File: src/adr_pkg.sv
`default_nettype none
package adr_pkg;

  // ----------------------------------------------------------------
  // Register offsets (byte addresses on APB)
  // ----------------------------------------------------------------
  localparam logic [7:0] ADR_OFF_FEATURE = 8'h04;
  localparam logic [7:0] ADR_OFF_SECCNT = 8'h08;
  localparam logic [7:0] ADR_OFF_SECNUM = 8'h0C;
  localparam logic [7:0] ADR_OFF_CYLLO = 8'h10;
  localparam logic [7:0] ADR_OFF_CYLHI = 8'h14;
  localparam logic [7:0] ADR_OFF_DEVHEAD = 8'h18;
  localparam logic [7:0] ADR_OFF_CMDSTAT = 8'h1C;
  localparam logic [7:0] ADR_OFF_ERROR = 8'h20;
  localparam logic [7:0] ADR_OFF_DEVCTL = 8'h24;

  // ----------------------------------------------------------------
  // Opcodes
  // ----------------------------------------------------------------
  localparam logic [7:0] ADR_OP_READ_DMA = 8'hC8;
  localparam logic [7:0] ADR_OP_READ_DMA_NR = 8'hC9;
  localparam logic [7:0] ADR_OP_READ_DMA_EXT = 8'h25;
  localparam logic [7:0] ADR_OP_READ_DMA_Q = 8'hC7;
  localparam logic [7:0] ADR_OP_READ_DMA_Q_EXT = 8'h26;
  localparam logic [7:0] ADR_OP_READ_LOG_EXT = 8'h2F;
  localparam logic [7:0] ADR_OP_SERVICE = 8'hA2;

  // ----------------------------------------------------------------
  // Field positions and reset values
  // ----------------------------------------------------------------
  localparam int ADR_ST_BSY = 7;
  localparam int ADR_ST_RDY = 6;
  localparam int ADR_ST_SRV = 4;
  localparam int ADR_ST_DRQ = 3;
  localparam int ADR_ST_ERR = 0;
  localparam int ADR_ER_UNC = 6;
  localparam int ADR_ER_ABT = 2;
  localparam int ADR_DC_HOB = 7;
  localparam int ADR_DH_LBA = 6;
  localparam logic [2:0] ADR_SC_RELEASE = 3'h4;
  localparam logic [2:0] ADR_SC_COMPLETE = 3'h3;
  localparam logic [7:0] ADR_DEVHEAD_RST = 8'h00;
  localparam logic [7:0] ADR_DEVCTL_RST = 8'h00;
  localparam logic [7:0] ADR_ERROR_RST = 8'h00;
  localparam int ADR_WIDX_W = 8;
  localparam logic [ADR_WIDX_W-1:0] ADR_LAST_WORD = 8'hFF;

  // ----------------------------------------------------------------
  // Carriers
  // ----------------------------------------------------------------
  typedef struct packed {
    logic [7:0] prev;
    logic [7:0] cur;
  } adr_tf_t;

  typedef struct packed {
    logic psel;
    logic penable;
    logic pwrite;
    logic [7:0] paddr;
    logic [31:0] pwdata;
  } adr_apb_req_t;

  typedef struct packed {
    logic start;
    logic chs;
    logic [47:0] lba;
    logic [16:0] count;
    logic ready;
  } adr_media_cmd_t;

  typedef struct packed {
    logic valid;
    logic [15:0] word;
    logic err;
    logic data_ready;
  } adr_media_rsp_t;

  typedef enum logic [2:0] {ADR_IDLE, ADR_FILL, ADR_SEND, ADR_REL, ADR_SRVW} adr_phase_t;

  typedef struct packed {
    adr_phase_t phase;
    adr_tf_t feat;
    adr_tf_t seccnt;
    adr_tf_t secnum;
    adr_tf_t cyllo;
    adr_tf_t cylhi;
    logic [7:0] devhead;
    logic [7:0] devctl;
    logic [7:0] error;
    logic ext;
    logic queued;
    logic log;
    logic fail;
    logic srv;
    logic intrq;
    logic [4:0] tag;
    logic [16:0] rem;
    logic [ADR_WIDX_W-1:0] widx;
    logic [47:0] cur_addr;
    logic [47:0] last_addr;
    logic [15:0] dd;
    logic dmarq;
    logic [2:0] ack_sync;
    logic ack_stable;
    logic pready;
    logic pslverr;
    logic [31:0] prdata;
    adr_media_cmd_t med;
  } adr_state_t;

endpackage : adr_pkg
`default_nettype wire

File: src/adr_read_handler.sv
// Our own choices: the placing of the registers and the APB interface to the registers.
`default_nettype none
module adr_read_handler (
  input wire logic core_clk,
  input wire logic sys_rst,
  input wire adr_pkg::adr_apb_req_t apb_i,
  output logic [31:0] prdata,
  output logic pready,
  output logic pslverr,
  output adr_pkg::adr_media_cmd_t media_o,
  input wire adr_pkg::adr_media_rsp_t media_i,
  input wire logic dmack_pin,
  output logic dmarq,
  output logic [15:0] dd_word,
  output logic intrq
);

  // ----------------------------------------------------------------
  // Helpers
  // ----------------------------------------------------------------
  function automatic logic [16:0] adr_count(input logic [15:0] v, input logic wide);
    logic [16:0] c;
    c = {1'b0, v};
    if (wide && v == 16'h0000)
      c = 17'h10000;
    else if (!wide && v[7:0] == 8'h00)
      c = 17'h00100;
    else if (!wide)
      c = {9'h000, v[7:0]};
    return c;
  endfunction : adr_count

  // Shift keeps the previous write for the 48-bit commands
  function automatic adr_pkg::adr_tf_t adr_push(input adr_pkg::adr_tf_t t, input logic [7:0] v);
    adr_pkg::adr_tf_t r;
    r.prev = t.cur;
    r.cur = v;
    return r;
  endfunction : adr_push

  function automatic logic [7:0] adr_pick(input adr_pkg::adr_tf_t t, input logic hob);
    return hob ? t.prev : t.cur;
  endfunction : adr_pick

  adr_pkg::adr_state_t s_q;
  adr_pkg::adr_state_t s_d;

  assign prdata = s_q.prdata;
  assign pready = s_q.pready;
  assign pslverr = s_q.pslverr;
  assign media_o = s_q.med;
  assign dmarq = s_q.dmarq;
  assign dd_word = s_q.dd;
  assign intrq = s_q.intrq;

  always_comb
  begin
    logic acc;
    logic wr;
    logic rd_stat;
    logic hob;
    logic [7:0] status;
    logic [7:0] rdata;
    logic mapped;
    logic ack_rise;
    logic irq_set;
    logic [7:0] op;
    logic [47:0] fin_addr;
    acc = 1'b0;
    wr = 1'b0;
    rd_stat = 1'b0;
    hob = 1'b0;
    status = 8'h00;
    rdata = 8'h00;
    mapped = 1'b0;
    ack_rise = 1'b0;
    irq_set = 1'b0;
    op = 8'h00;
    fin_addr = 48'h0;
    s_d = s_q;
    s_d.med.start = 1'b0;

    // ----------------------------------------------------------------
    // Acknowledge pin: three stages, change taken once stages 2 and 3 agree
    // ----------------------------------------------------------------
    s_d.ack_sync = {s_q.ack_sync[1:0], dmack_pin};
    if (s_q.ack_sync[2] == s_q.ack_sync[1])
    begin
      s_d.ack_stable = s_q.ack_sync[2];
      ack_rise = s_q.ack_sync[2] & ~s_q.ack_stable;
    end

    // ----------------------------------------------------------------
    // Register file
    // ----------------------------------------------------------------
    hob = s_q.devctl[adr_pkg::ADR_DC_HOB];
    status[adr_pkg::ADR_ST_BSY] = (s_q.phase == adr_pkg::ADR_FILL)
                                  || (s_q.phase == adr_pkg::ADR_SEND);
    status[adr_pkg::ADR_ST_RDY] = 1'b1;
    status[adr_pkg::ADR_ST_SRV] = s_q.srv;
    status[adr_pkg::ADR_ST_DRQ] = s_q.dmarq;
    status[adr_pkg::ADR_ST_ERR] = |s_q.error;
    mapped = 1'b1;
    case (apb_i.paddr)
      adr_pkg::ADR_OFF_FEATURE: rdata = 8'h00;
      adr_pkg::ADR_OFF_SECCNT: rdata = adr_pick(s_q.seccnt, hob);
      adr_pkg::ADR_OFF_SECNUM: rdata = adr_pick(s_q.secnum, hob);
      adr_pkg::ADR_OFF_CYLLO: rdata = adr_pick(s_q.cyllo, hob);
      adr_pkg::ADR_OFF_CYLHI: rdata = adr_pick(s_q.cylhi, hob);
      adr_pkg::ADR_OFF_DEVHEAD: rdata = s_q.devhead;
      adr_pkg::ADR_OFF_CMDSTAT: rdata = status;
      adr_pkg::ADR_OFF_ERROR: rdata = s_q.error;
      adr_pkg::ADR_OFF_DEVCTL: rdata = s_q.devctl;
      default: mapped = 1'b0;
    endcase

    // No wait state, yet read data and pready both come from flops
    s_d.pready = apb_i.psel & ~apb_i.penable;
    if (apb_i.psel && !apb_i.penable)
    begin
      s_d.prdata = {24'h000000, rdata};
      s_d.pslverr = ~mapped;
    end
    acc = apb_i.psel & apb_i.penable & s_q.pready;
    wr = acc & apb_i.pwrite & ~s_q.pslverr;
    rd_stat = acc & ~apb_i.pwrite & (apb_i.paddr == adr_pkg::ADR_OFF_CMDSTAT);
    op = apb_i.pwdata[7:0];

    if (wr)
    begin
      case (apb_i.paddr)
        adr_pkg::ADR_OFF_FEATURE: s_d.feat = adr_push(s_q.feat, op);
        adr_pkg::ADR_OFF_SECCNT: s_d.seccnt = adr_push(s_q.seccnt, op);
        adr_pkg::ADR_OFF_SECNUM: s_d.secnum = adr_push(s_q.secnum, op);
        adr_pkg::ADR_OFF_CYLLO: s_d.cyllo = adr_push(s_q.cyllo, op);
        adr_pkg::ADR_OFF_CYLHI: s_d.cylhi = adr_push(s_q.cylhi, op);
        adr_pkg::ADR_OFF_DEVHEAD: s_d.devhead = op;
        adr_pkg::ADR_OFF_DEVCTL: s_d.devctl = op;
        default: s_d.devctl = s_d.devctl;
      endcase
    end

    // ----------------------------------------------------------------
    // Command launch
    // ----------------------------------------------------------------
    if (wr && apb_i.paddr == adr_pkg::ADR_OFF_CMDSTAT && s_q.phase == adr_pkg::ADR_IDLE)
    begin
      s_d.error = adr_pkg::ADR_ERROR_RST;
      s_d.fail = 1'b0;
      s_d.srv = 1'b0;
      s_d.widx = '0;
      s_d.ext = 1'b0;
      s_d.queued = 1'b0;
      s_d.log = 1'b0;
      s_d.tag = s_q.seccnt.cur[7:3];
      // Head nibble becomes LBA 27:24 or stays a head number for CHS
      s_d.cur_addr = {20'h00000, s_q.devhead[3:0], s_q.cylhi.cur, s_q.cyllo.cur,
                      s_q.secnum.cur};
      s_d.med.chs = ~s_q.devhead[adr_pkg::ADR_DH_LBA];
      s_d.phase = adr_pkg::ADR_FILL;
      case (op)
        adr_pkg::ADR_OP_READ_DMA, adr_pkg::ADR_OP_READ_DMA_NR:
          s_d.rem = adr_count({8'h00, s_q.seccnt.cur}, 1'b0);
        adr_pkg::ADR_OP_READ_DMA_EXT:
        begin
          s_d.ext = 1'b1;
          s_d.rem = adr_count({s_q.seccnt.prev, s_q.seccnt.cur}, 1'b1);
        end
        adr_pkg::ADR_OP_READ_DMA_Q:
        begin
          s_d.queued = 1'b1;
          s_d.rem = adr_count({8'h00, s_q.feat.cur}, 1'b0);
        end
        adr_pkg::ADR_OP_READ_DMA_Q_EXT:
        begin
          s_d.queued = 1'b1;
          s_d.ext = 1'b1;
          s_d.rem = adr_count({s_q.feat.prev, s_q.feat.cur}, 1'b1);
        end
        adr_pkg::ADR_OP_READ_LOG_EXT:
        begin
          s_d.log = 1'b1;
          s_d.ext = 1'b1;
          s_d.rem = {1'b0, s_q.secnum.prev, s_q.seccnt.cur};
          s_d.cur_addr = {24'h000000, s_q.secnum.cur, s_q.cyllo.prev,
                          s_q.cyllo.cur};
        end
        default:
        begin
          s_d.error[adr_pkg::ADR_ER_ABT] = 1'b1;
          s_d.phase = adr_pkg::ADR_IDLE;
          irq_set = 1'b1;
        end
      endcase
      if (op == adr_pkg::ADR_OP_READ_DMA_EXT || op == adr_pkg::ADR_OP_READ_DMA_Q_EXT)
      begin
        s_d.cur_addr = {s_q.cylhi.prev, s_q.cyllo.prev, s_q.secnum.prev,
                        s_q.cylhi.cur, s_q.cyllo.cur, s_q.secnum.cur};
        s_d.med.chs = 1'b0;
      end
      // A zero-length log request has nothing to return
      if (op == adr_pkg::ADR_OP_READ_LOG_EXT && s_d.rem == 17'h00000)
      begin
        s_d.error[adr_pkg::ADR_ER_ABT] = 1'b1;
        s_d.phase = adr_pkg::ADR_IDLE;
        irq_set = 1'b1;
      end
      if (s_d.phase == adr_pkg::ADR_FILL)
      begin
        s_d.med.start = 1'b1;
        s_d.med.lba = s_d.cur_addr;
        s_d.med.count = s_d.rem;
        // Without data at hand the queued command frees the bus
        if (s_d.queued && !media_i.data_ready)
        begin
          s_d.phase = adr_pkg::ADR_REL;
          s_d.seccnt.cur = {s_q.seccnt.cur[7:3], adr_pkg::ADR_SC_RELEASE};
          s_d.srv = 1'b0;
          irq_set = 1'b1;
        end
      end
    end

    // ----------------------------------------------------------------
    // Transfer sequencer
    // ----------------------------------------------------------------
    case (s_q.phase)
      adr_pkg::ADR_IDLE:
        s_d.dmarq = 1'b0;
      adr_pkg::ADR_REL:
        if (media_i.data_ready)
        begin
          s_d.srv = 1'b1;
          s_d.phase = adr_pkg::ADR_SRVW;
          irq_set = 1'b1;
        end
      adr_pkg::ADR_SRVW:
        if (wr && apb_i.paddr == adr_pkg::ADR_OFF_CMDSTAT && op == adr_pkg::ADR_OP_SERVICE)
        begin
          s_d.phase = adr_pkg::ADR_FILL;
          s_d.srv = 1'b0;
          s_d.seccnt.cur = {s_q.tag, 3'h0};
        end
      adr_pkg::ADR_FILL:
        if (media_i.valid && s_q.med.ready)
        begin
          if (media_i.err)
          begin
            // Failing sector is not sent; remaining count is left as is
            s_d.fail = 1'b1;
            s_d.error[adr_pkg::ADR_ER_UNC] = 1'b1;
            s_d.phase = adr_pkg::ADR_IDLE;
          end
          else
          begin
            s_d.dd = media_i.word;
            s_d.dmarq = 1'b1;
            s_d.phase = adr_pkg::ADR_SEND;
          end
        end
      adr_pkg::ADR_SEND:
        // No release path from here until the last word is taken
        if (ack_rise)
        begin
          s_d.dmarq = 1'b0;
          s_d.widx = s_q.widx + 1'b1;
          s_d.phase = adr_pkg::ADR_FILL;
          if (s_q.widx == adr_pkg::ADR_LAST_WORD)
          begin
            s_d.rem = s_q.rem - 17'h00001;
            s_d.last_addr = s_q.cur_addr;
            s_d.cur_addr = s_q.cur_addr + 48'h000000000001;
            if (s_q.log)
              irq_set = 1'b1;
            if (s_q.rem == 17'h00001)
              s_d.phase = adr_pkg::ADR_IDLE;
          end
        end
      default:
        s_d.phase = adr_pkg::ADR_IDLE;
    endcase

    // ----------------------------------------------------------------
    // Completion: load the task file with the result, except for log reads
    // ----------------------------------------------------------------
    if ((s_q.phase == adr_pkg::ADR_FILL || s_q.phase == adr_pkg::ADR_SEND)
        && s_d.phase == adr_pkg::ADR_IDLE)
    begin
      // Plain 28-bit reads report the last good sector, the others the failing one
      fin_addr = (s_d.fail && (s_q.ext || s_q.queued)) ? s_q.cur_addr
                                                      : s_d.last_addr;
      if (!s_q.log)
      begin
        if (!s_q.ext)
          s_d.seccnt.cur = s_d.rem[7:0];
        s_d.secnum = '{prev: fin_addr[31:24], cur: fin_addr[7:0]};
        s_d.cyllo = '{prev: fin_addr[39:32], cur: fin_addr[15:8]};
        s_d.cylhi = '{prev: fin_addr[47:40], cur: fin_addr[23:16]};
        if (!s_q.ext)
          s_d.devhead[3:0] = fin_addr[27:24];
      end
      if (s_q.queued)
      begin
        s_d.seccnt.cur = {s_q.tag, adr_pkg::ADR_SC_COMPLETE};
        s_d.srv = 1'b0;
      end
      // Log reads already signalled per sector unless a sector failed
      if (!s_q.log || s_d.fail)
        irq_set = 1'b1;
    end

    // Host ack of the interrupt is a status read; a new event wins
    if (rd_stat)
      s_d.intrq = 1'b0;
    if (irq_set)
      s_d.intrq = 1'b1;

    s_d.med.ready = (s_d.phase == adr_pkg::ADR_FILL);
  end

  always_ff @(posedge core_clk)
  begin
    if (sys_rst)
    begin
      s_q <= '0;
      s_q.phase <= adr_pkg::ADR_IDLE;
      s_q.devhead <= adr_pkg::ADR_DEVHEAD_RST;
      s_q.devctl <= adr_pkg::ADR_DEVCTL_RST;
      s_q.error <= adr_pkg::ADR_ERROR_RST;
    end
    else
      s_q <= s_d;
  end

endmodule : adr_read_handler
`default_nettype wire

File: config.mk
export PLATFORM = sky130hd
export DESIGN_NAME = adr_read_handler
export DESIGN_NICKNAME = d
export VERILOG_FILES = /design/src/adr_pkg.sv /design/src/adr_read_handler.sv
export SDC_FILE = /design/constraint.sdc
export NUM_CORES = 1
export LEC_CHECK = 0
export ABC_AREA = 1
export BUFFER_PORTS_ARGS = -buffer_cell sky130_fd_sc_hd__buf_2
export CAP_MARGIN = 40
export CELL_PAD_IN_SITES_DETAIL_PLACEMENT = 1
export CELL_PAD_IN_SITES_GLOBAL_PLACEMENT = 2
export CORE_UTILIZATION = 35
export DETAILED_ROUTE_END_ITERATION = 16
export PLACE_DENSITY = 0.93
export SLEW_MARGIN = 20
export SYNTH_ARGS = -nofsm -noshare
export SYNTH_HDL_FRONTEND = slang
export SYNTH_SLANG_ARGS = --single-unit
File: constraint.sdc
create_clock -name core_clk -period 7.5 [get_ports core_clk]
set_input_delay 1.125 -clock core_clk [delete_from_list [all_inputs] [get_ports core_clk]]
set_output_delay 1.125 -clock core_clk [all_outputs]
set_load 0.005 [all_outputs]
After elaboration in Yosys (flattened, before gate mapping):

Index checks and enable logic that the tools add are counted.
Widths: inputs -> output; s select.

* $add $sub $neg: 3
* equality and inequality tests: 28
* multiplexer cells: 91
* bitwise logic cells: 16
* reductions and logical operators: 39

Operators with widths (count)
* $mux 121: 2
* $mux 48: 3
* $mux 56: 2
* $mux 8: 14
* $mux 96: 1
* $pmux 17 s5: 1
* $mux 73: 1
* $mux 72: 1
* $mux 17: 4
* $pmux 8 s8: 1
* $add 48x1->48 const B: 1
* $mux 16: 3
* $eq 8x6->1 const B: 5
* $eq 8x8->1 const B: 5
* $mux 1: 37
* $eq 8x5->1 const B: 4
* $logic_not 16->1: 2
* $mux 28: 1
* $mux 3: 9
* $mux 9: 2
* $eq 17x1->1 const B: 1
* $logic_not 17->1: 1
* $sub 17x1->17 const B: 1
* $eq 8x4->1 const B: 2
* other kinds (29): 73

* bits in registers: 332
* bits of input ports: 65
* output and inout port bits: 120

Logic depth before layout (Yosys ltp):

Gate-level depths: netlist of the first run.

* depth in word-level cells: 21
* depth in mapped cells: 22
* depth with buffers taken out: 20

Least setup slack after synthesis of the first run:

OpenSTA, ideal clock, no wires.

* kind: input port to flip-flop
* start: in apb_i[39] (netlist bit)
* end: reg s_q[311] (netlist bit)
* setup time: 0.115 ns
* arrival time: 3.153 ns
* setup slack: 4.232 ns
* stages: 15
* buffers on the path: 2
* cell sequence: or2_2 > nor3_1 > nand2_1 > nor2_1 > nand2_1 > nand2_1 > nand2_1 > o21ai_2 > buf_2 > buf_2 > nand2_1 > o21ai_0 > nand3_1 > nand2_1 > nor2_1

* cells in the longest elaborated chain, start to end: 11

RTL lines
* start, declared: RTL line adr_read_handler.sv:6 `input wire adr_pkg::adr_apb_req_t apb_i,`
* $eq 8x5->1: RTL line adr_read_handler.sv:146, adr_read_handler.sv:238
* $logic_and 1x1->1: RTL line adr_read_handler.sv:146, adr_read_handler.sv:238
* $logic_and 1x1->1: RTL line adr_read_handler.sv:146 `if (wr && apb_i.paddr == adr_pkg::ADR_OFF_CMDSTAT && s_q.phase == adr_pkg::ADR_IDLE)`
* $mux 12: RTL line adr_read_handler.sv:146
* $mux 1: RTL line adr_read_handler.sv:247 `if (media_i.err)`
* $mux 1: RTL line adr_read_handler.sv:245 `if (media_i.valid && s_q.med.ready)`
* $mux 1: RTL line adr_read_handler.sv:227 `case (s_q.phase)`
* $logic_and 1x1->1: RTL line adr_read_handler.sv:290 `fin_addr = (s_d.fail && (s_q.ext || s_q.queued)) ? s_q.cur_addr`
* $mux 48: RTL line adr_read_handler.sv:290
* $mux 56: RTL line adr_read_handler.sv:292 `if (!s_q.log)`
* $mux 56 (*): RTL line adr_read_handler.sv:286 `if ((s_q.phase == adr_pkg::ADR_FILL || s_q.phase == adr_pkg::ADR_SEND)`
* end, declared: RTL line adr_read_handler.sv:45 `adr_pkg::adr_state_t s_q;`

Mark *: on every way between the ends. The rest lies on a longest branch, timed or not.
A chain may end at the register's enable or synchronous reset.

Final worst setup path of the first run:

* start: in apb_i[1] (netlist bit)
* end: reg s_q[304] (netlist bit)

* cells in the longest elaborated chain, start to end: 16

RTL lines
* $eq 8x8->1: RTL line adr_read_handler.sv:161 `case (op)`
* $reduce_or 2->1: RTL line adr_read_handler.sv:161
* $pmux 17 s5: RTL line adr_read_handler.sv:161
* $mux 17: RTL line adr_read_handler.sv:146
* $logic_not 17->1: RTL line adr_read_handler.sv:202 `if (op == adr_pkg::ADR_OP_READ_LOG_EXT && s_d.rem == 17'h00000)`
* $logic_and 1x1->1: RTL line adr_read_handler.sv:202
* $mux 3: RTL line adr_read_handler.sv:202
* $mux 3: RTL line adr_read_handler.sv:146
* $eq 3x1->1 / $mux 3 (equally long branches): RTL line adr_read_handler.sv:208, adr_read_handler.sv:214
* $mux 3: RTL line adr_read_handler.sv:208 `if (s_d.phase == adr_pkg::ADR_FILL)`
* $mux 3: RTL line adr_read_handler.sv:146
* $mux 3 (on tied branches)
* $pmux 3 s5 (*): RTL line adr_read_handler.sv:227
* $logic_not 3->1 (*): RTL line adr_read_handler.sv:287 `&& s_d.phase == adr_pkg::ADR_IDLE)`
* $logic_and 1x1->1 (*): RTL line adr_read_handler.sv:287
* $mux 56 (*): RTL line adr_read_handler.sv:286

Mark *: on every way between the ends. The rest lies on a longest branch, timed or not. The select of a mux whose other input is x is not followed.

==> run metrics, run 1 <==
result of the run=finished clean; kind of end point of the critical path=flop; Post-DP HPWL=between 50000 and 60000 µm; cell count after placement=~3300; Inserted Clock Buffers=between 40 and 50; num ports=185; Port-buffer cells=around 140; count of synthesis-stage warnings from yosys=0; Initial DRC Count=~1600; min-delay worst type=reg -> reg; area of the core=between 0.05 and 0.06 mm²; area of the multi-input gates=0.00921 mm²; EDFF count, synth=0; largest net degree at the start of global routing=78; RSZ-0062 raised after global routing=no; Non-Filler Instances=~3400; grt total ovfl=0; register bit total from synthesis=approximately 330; aggregate negative setup slack=0 ps; DIE HEIGHT=approximately 230 µm; endpoint required time on the critical path=8020 ps; htree depth=2; fraction of final layout cells with drive strength greater than 1=about 11%; post-detailed-route via-to-cell ratio=5.52; total placed instance area=approximately 0.019 mm²; highest attainable clock frequency=0.201 GHz; routed wire length=71900 µm; Post-synth ARST share=0%; worst IR drop on VDD=around 0.13 mV; transition at the pin with the smallest max-transition slack=980 ps; number of distinct standard cells referenced by the synthesized netlist=57; number of iterations in the first detailed-routing pass=5; Setup CP Type=in -> reg; Arr. time, crit path=between 5000 and 6000 ps; end-of-flow core utilization=around 39%; count of final hold-check violations=0; layout net count=about 2800; post-synthesis sequential area ratio=36.6%; TritonCTS clock tree=yes; Post-CTS Hold Fix Bufs=0; TritonCTS Sinks=332; largest area contributor in the netlist=dfxtp_1; Rel. slew slack=34.0%; root buf cell=clkbuf_16; Post-CTS Resized=0; proportion of netlist area held by the largest area contributor=between 30% and 40%; leading cell types by count after synthesis=nand2_1, o21ai_0, dfxtp_1, nor2_1, inv_1; maximum fanout along the worst path=66; minimum period implied by the final worst setup slack=approximately 5000 ps; post-route clock skew=39.3 ps; clock slew seen by the registers of the worst setup and hold paths=~60 ps; hold slack final=roughly 400 ps; number of instances in the synthesized netlist=between 2000 and 3000; via count=approximately 19000; total standard cell area after synthesis=between 0.015 and 0.02 mm²; final instance area=approximately 0.02 mm²; number of buffers on the longest clock path=3; power per cell area=approximately 200 mW/mm²; DR WL/cell=about 21 µm; worst-skew pair later-pin latency=580 ps; GPL Wtd Cong=about 0.93; crit path launch type=input pin; setup-violating endpoint count in the final report=0; Leak Pwr=around 8 nW; Post-Synthesis Mean Instance Area=around 6.6 µm²; Area contributors post-synth=dfxtp_1, nand2_1, o21ai_0, nor2_1, buf_4; number of setup buffers added after CTS=0; Overall Global Routing Usage=approximately 27%; starting density of the core=between 30% and 40%; floorplan die area=about 0.053 mm²; die width=between 200 and 250 µm; Max-cap violations=0; Seq. cell area=between 0.006 and 0.007 mm²; final cycle utilization of the critical path=about two thirds; DRT antenna net count=0; Primary FF master, synth=dfxtp_1; filler cell count in the final layout=~6600; Rows=83; number of max-slew violations in the final report=0; synthesis-to-finish area growth=10.8%; vias in the first global route=between 15000 and 20000; most frequently used cell type in the post-synthesis netlist=nand2_1; number of antenna violations at the first check in global routing=4; wire length of the first global-routing pass=about 110000 µm; total DRC errors in the routed layout=0
## cells by family after synthesis
logic type | share of synthesized area (%)
compound gates | 22.4
buf+inv | 13.2
simple gates | 26.7
fa+ha+maj | 0.276
other cells | 0.0207
mux | 0.0551
flops | 36.6
xor+xnor | 0.676
## layer usage
layer	share of wire, %	up-vias	global-route usage [%]
li1	-	8909	-
met1	46	9343	37.1
met2	46	526	43.5
met3	5.6	93	3.63
met4	2.3	0	7.18
met5	0	-	0
## worst max-delay path: stages
cell and delay, ps:
buf_2 140, inv_1 340, nand2_1 120, nor2_2 290
nand2_4 200, nand2_4 430, inv_4 170, nand3_1 120
nand3_1 260, nor2_1 170, nand3_1 90, nor2_1 190
nand2_1 170, nand3_2 320, nand3_4 110, nor2_4 110
buf_4 630, a21oi_1 280, nor2_1 150
## final timing paths
path	depth (start not counted)	end	from	slack [ps]
worst max-delay path	19	s_q[304]	apb_i[1]	2520
worst min-delay path	2	s_d[105]	s_d[104]	410
worst max register to register	17	s_q[326]	s_q[360]	3310
worst min register to register	2	s_d[105]	s_d[104]	410
## cell type report
cell class | instances | area share [%]
diodes | 1 | 0.0124
clock buffers | 55 | 5.82
clock inverters | 20 | 1.29
inverters | 230 | 4.32
multi-input cells | 1927 | 45.8
flip-flops and latches | 332 | 33.1
well taps | 680 | 4.23
repair buffers | 176 | 5.46
## cells in the final DEF, fill, tap and decap left out, types with 4 or more instances in the layout
cell type / synthesis / routed
a221oi_1: 18 / 18
a2111oi_0: 7 / 7
buf_16: 0 / 4
o211ai_1: 10 / 10
bufinv_16: 0 / 6
o21ai_1: 6 / 6
clkbuf_8: 0 / 5
a21oi_1: 165 / 165
ha_1: 4 / 4
a31oi_1: 8 / 8
nor3_1: 58 / 58
clkbuf_1: 125 / 7
nand3_1: 112 / 112
buf_4: 116 / 28
nand4_1: 22 / 22
clkinv_2: 0 / 11
nand2_2: 6 / 7
nor4_1: 21 / 20
a21oi_2: 6 / 6
o31ai_1: 7 / 7
nand2_1: 597 / 595
nor2_2: 8 / 8
o21ai_0: 400 / 400
inv_1: 215 / 212
o21bai_1: 16 / 16
nor2_1: 312 / 312
clkbuf_16: 0 / 43
a22o_1: 11 / 11
conb_1: 1 / 24
clkinv_1: 4 / 4
buf_2: 23 / 139
a211oi_1: 34 / 34
a311oi_1: 12 / 12
xor2_1: 11 / 11
dfxtp_1: 332 / 332
nand2_4: 4 / 5
inv_2: 10 / 12
or2_2: 7 / 7
o22ai_1: 13 / 13
## stage by stage
step                power (mW)  worst slack, ps
detailed placement        1.91             2000
finish                    4.01             2520
floorplan                 1.87             4230
global placement          1.90             1980
global route              4.12             2310
CTS                       4.03             2580
## power breakdown
part,leakage (nW),switching (mW),internal (mW),total [mW]
registers,2.67,0.000784,1.76,1.77
logic,4.70,0.0781,0.0247,0.103
clock network,0.707,0.833,1.30,2.14
## flip-flops by register name (all words and copies together), names as in the netlist
signal	count
dd_word	16
dmarq	1
intrq	1
media_o	68
prdata	8
pready	1
pslverr	1
s_d	2
s_q	234
(Power assumes the default switching activity.)
==> run 2, diff against run 1 <==
--- a/config.mk
+++ b/config.mk
@@ -10,9 +10,9 @@
 export CAP_MARGIN = 40
 export CELL_PAD_IN_SITES_DETAIL_PLACEMENT = 1
 export CELL_PAD_IN_SITES_GLOBAL_PLACEMENT = 2
-export CORE_UTILIZATION = 35
+export CORE_UTILIZATION = 33
 export DETAILED_ROUTE_END_ITERATION = 16
-export PLACE_DENSITY = 0.93
+export PLACE_DENSITY = 0.88
 export SLEW_MARGIN = 20
 export SYNTH_ARGS = -nofsm -noshare
 export SYNTH_HDL_FRONTEND = slang
==> constraint.sdc (replaced) <==
create_clock -name core_clk -period 4.83 [get_ports core_clk]
set_input_delay 0.7245 -clock core_clk [delete_from_list [all_inputs] [get_ports core_clk]]
set_output_delay 0.7245 -clock core_clk [all_outputs]
set_load 0.005 [all_outputs]
==> run 2 against run 1 <==
  * Sequential power grew 55%
  * Final area rose by 0.90%
  * Worst setup slack got worse by 1600 ps
  * Global-route usage decreased by 1.4 points
  * Clock-buffer cell count up 4
  * Final cell count grew 0.73%
  * Worst hold slack worse by 23 ps
  * Combinational power increased by 50%
  * Sequential cell count unchanged
==> run metrics, run 2 (synthesis gave the netlist of run 1 again) <==
Max stage delay on crit path=about 610 ps; transition at the pin with the smallest max-transition slack=931 ps; Setup CP Type=reg -> reg; commonest non-fill, non-tap cell in the layout=nand2_1; number of max-slew violations in the final report=0; vias in the first global route=18500; fraction of final layout cells with drive strength greater than 1=between 10 and 15%; largest net degree at the start of global routing=71; hold slack final=roughly 380 ps; area of the core=approximately 0.054 mm²; cell count after placement=between 3000 and 4000; TritonCTS clock tree=yes; commonest cells after routing, fill and taps aside=nand2_1, o21ai_0, dfxtp_1; Post-CTS Hold Fix Bufs=0; GPL Wtd Cong=slightly above 0.9; flip-flop count of the largest register after layout=234; start point of the critical path=s_q[360]; setup-violating endpoint count in the final report=0; Port-buffer cells=about 140; register name with the most flops=s_q; via count=18900; Seq. cell area=around 0.0066 mm²; minimum period implied by the final worst setup slack=approximately 3900 ps; Overall Global Routing Usage=around 25%; Post-DP HPWL=52400 µm; endpoint required time on the critical path=roughly 5300 ps; reg2reg end=s_q[285]; number of cells traversed by the worst register-to-register path=18; layout net count=approximately 2800; result of the run=finished clean; DIE HEIGHT=approximately 240 µm; final cycle utilization of the critical path=80.2%; TritonCTS Sinks=332; DR WL/cell=around 21 µm; Post-CTS Resized=0; aggregate negative setup slack=0 ps; final instance area=just over 0.02 mm²; cell type with the highest occurrence count on the critical path=nor2_1; crit path launch type=flop; Inserted Clock Buffers=slightly above 40; filler cell count in the final layout=just under 7000; die width=approximately 240 µm; area of the multi-input gates=approximately 0.0092 mm²; maximum fanout along the worst path=39; min-delay worst type=in -> reg; highest attainable clock frequency=0.258 GHz; post-detailed-route via-to-cell ratio=around 5.5; power per cell area=~310 mW/mm²; grt total ovfl=0; Reg-to-Reg Start=s_q[360]; post-route clock skew=between 30 and 40 ps; Non-Filler Instances=between 3000 and 4000; synthesis-to-finish area growth=11.8%; number of antenna violations at the first check in global routing=3; Max-cap violations=0; num ports=between 150 and 200; root buf cell=clkbuf_16; Leak Pwr=~8.2 nW; endpoint of the most critical setup path=s_q[285]; Rel. slew slack=a little under two fifths; Rows=85; wire length of the first global-routing pass=between 100000 and 150000 µm; worst IR drop on VDD=0.216 mV; total DRC errors in the routed layout=0; floorplan die area=between 0.05 and 0.06 mm²; worst-skew pair later-pin latency=a little under 600 ps; routed wire length=a little over 70000 µm; number of buffers on the longest clock path=3; starting density of the core=approximately a third; RSZ-0062 raised after global routing=no; DRT antenna net count=0; total placed instance area=about 0.019 mm²; htree depth=2; number of setup buffers added after CTS=0; kind of end point of the critical path=flop; number of iterations in the first detailed-routing pass=5; setup slack of the most critical reg-to-reg path=960 ps; Arr. time, crit path=4370 ps; crit-path cells=inv_1 -> nor3_1 -> inv_1 -> nor2_1 -> inv_1 -> nor2_1 -> nand2_2 -> buf_4 -> clkinv_1 -> buf_12 -> nor2_1 -> nor2_1 -> inv_1 -> nand2_1 -> o21ai_0 -> nand3_1 -> nand2_1 -> nor2_1; Initial DRC Count=between 1500 and 2000; slowest cell on the critical path=nor2_1; count of final hold-check violations=0; clock slew seen by the registers of the worst setup and hold paths=around 60 ps
[run 2: area by class of cell]
cell class	count	share of cell area [%]
antenna	2	0.0247
clock inverter	16	0.993
timing repair buffer	184	6.01
clock buffer	59	6.24
inverter	230	4.28
tap	696	4.29
sequential	332	32.8
multi-input combinational	1927	45.4
[run 2: worst min path at each step]
stage                      from           to  slack (ps)  cells past startpoint
floorplan              s_d[104]     s_d[105]         390                      2
global placement       s_d[104]     s_d[105]         400                      2
detailed placement     s_d[104]     s_d[105]         420                      2
CTS                 media_i[12]  dd_word[10]         360                      3
global route        media_i[12]  dd_word[10]         380                      3
finish               media_i[4]   dd_word[2]         380                      3
[run 2: metrics by stage]
| stage | utilization, % | total power, mW | setup WS, ps |
|---|---|---|---|
| 4_1_cts | 37.4 | 6.29 | 1030 |
| 2_1_floorplan | - | 2.90 | 1960 |
| 5_1_grt | 37.5 | 6.42 | 635 |
| 3_5_place_dp | 34.7 | 2.95 | 660 |
| 3_3_place_gp | 34.5 | 2.95 | 783 |
| 6_report | 37.5 | 6.25 | 956 |
[run 2: per-layer routing]
layer  GRT usage (%)  routed length, µm  vias up
met5               0                  0        -
met4            7.52               1780        0
met3            3.85               4770      107
met2            40.8              32800      623
met1            34.8              33200     9268
li1                -                  -     8934
[run 2: report_power, final]
part           total (mW)  switching (mW)  internal, mW
Combinational       0.155           0.120        0.0348
Clock                3.36            1.32          2.04
Sequential           2.74         0.00121          2.74
Total                6.25            1.44          4.81
[run 2: critical path, delay by kind of cell, from the launching register on]
kind            cells  cell delay (ps)
flops               1              380
simple gates       10             1580
buf+inv             7             1610
compound gates      1              150
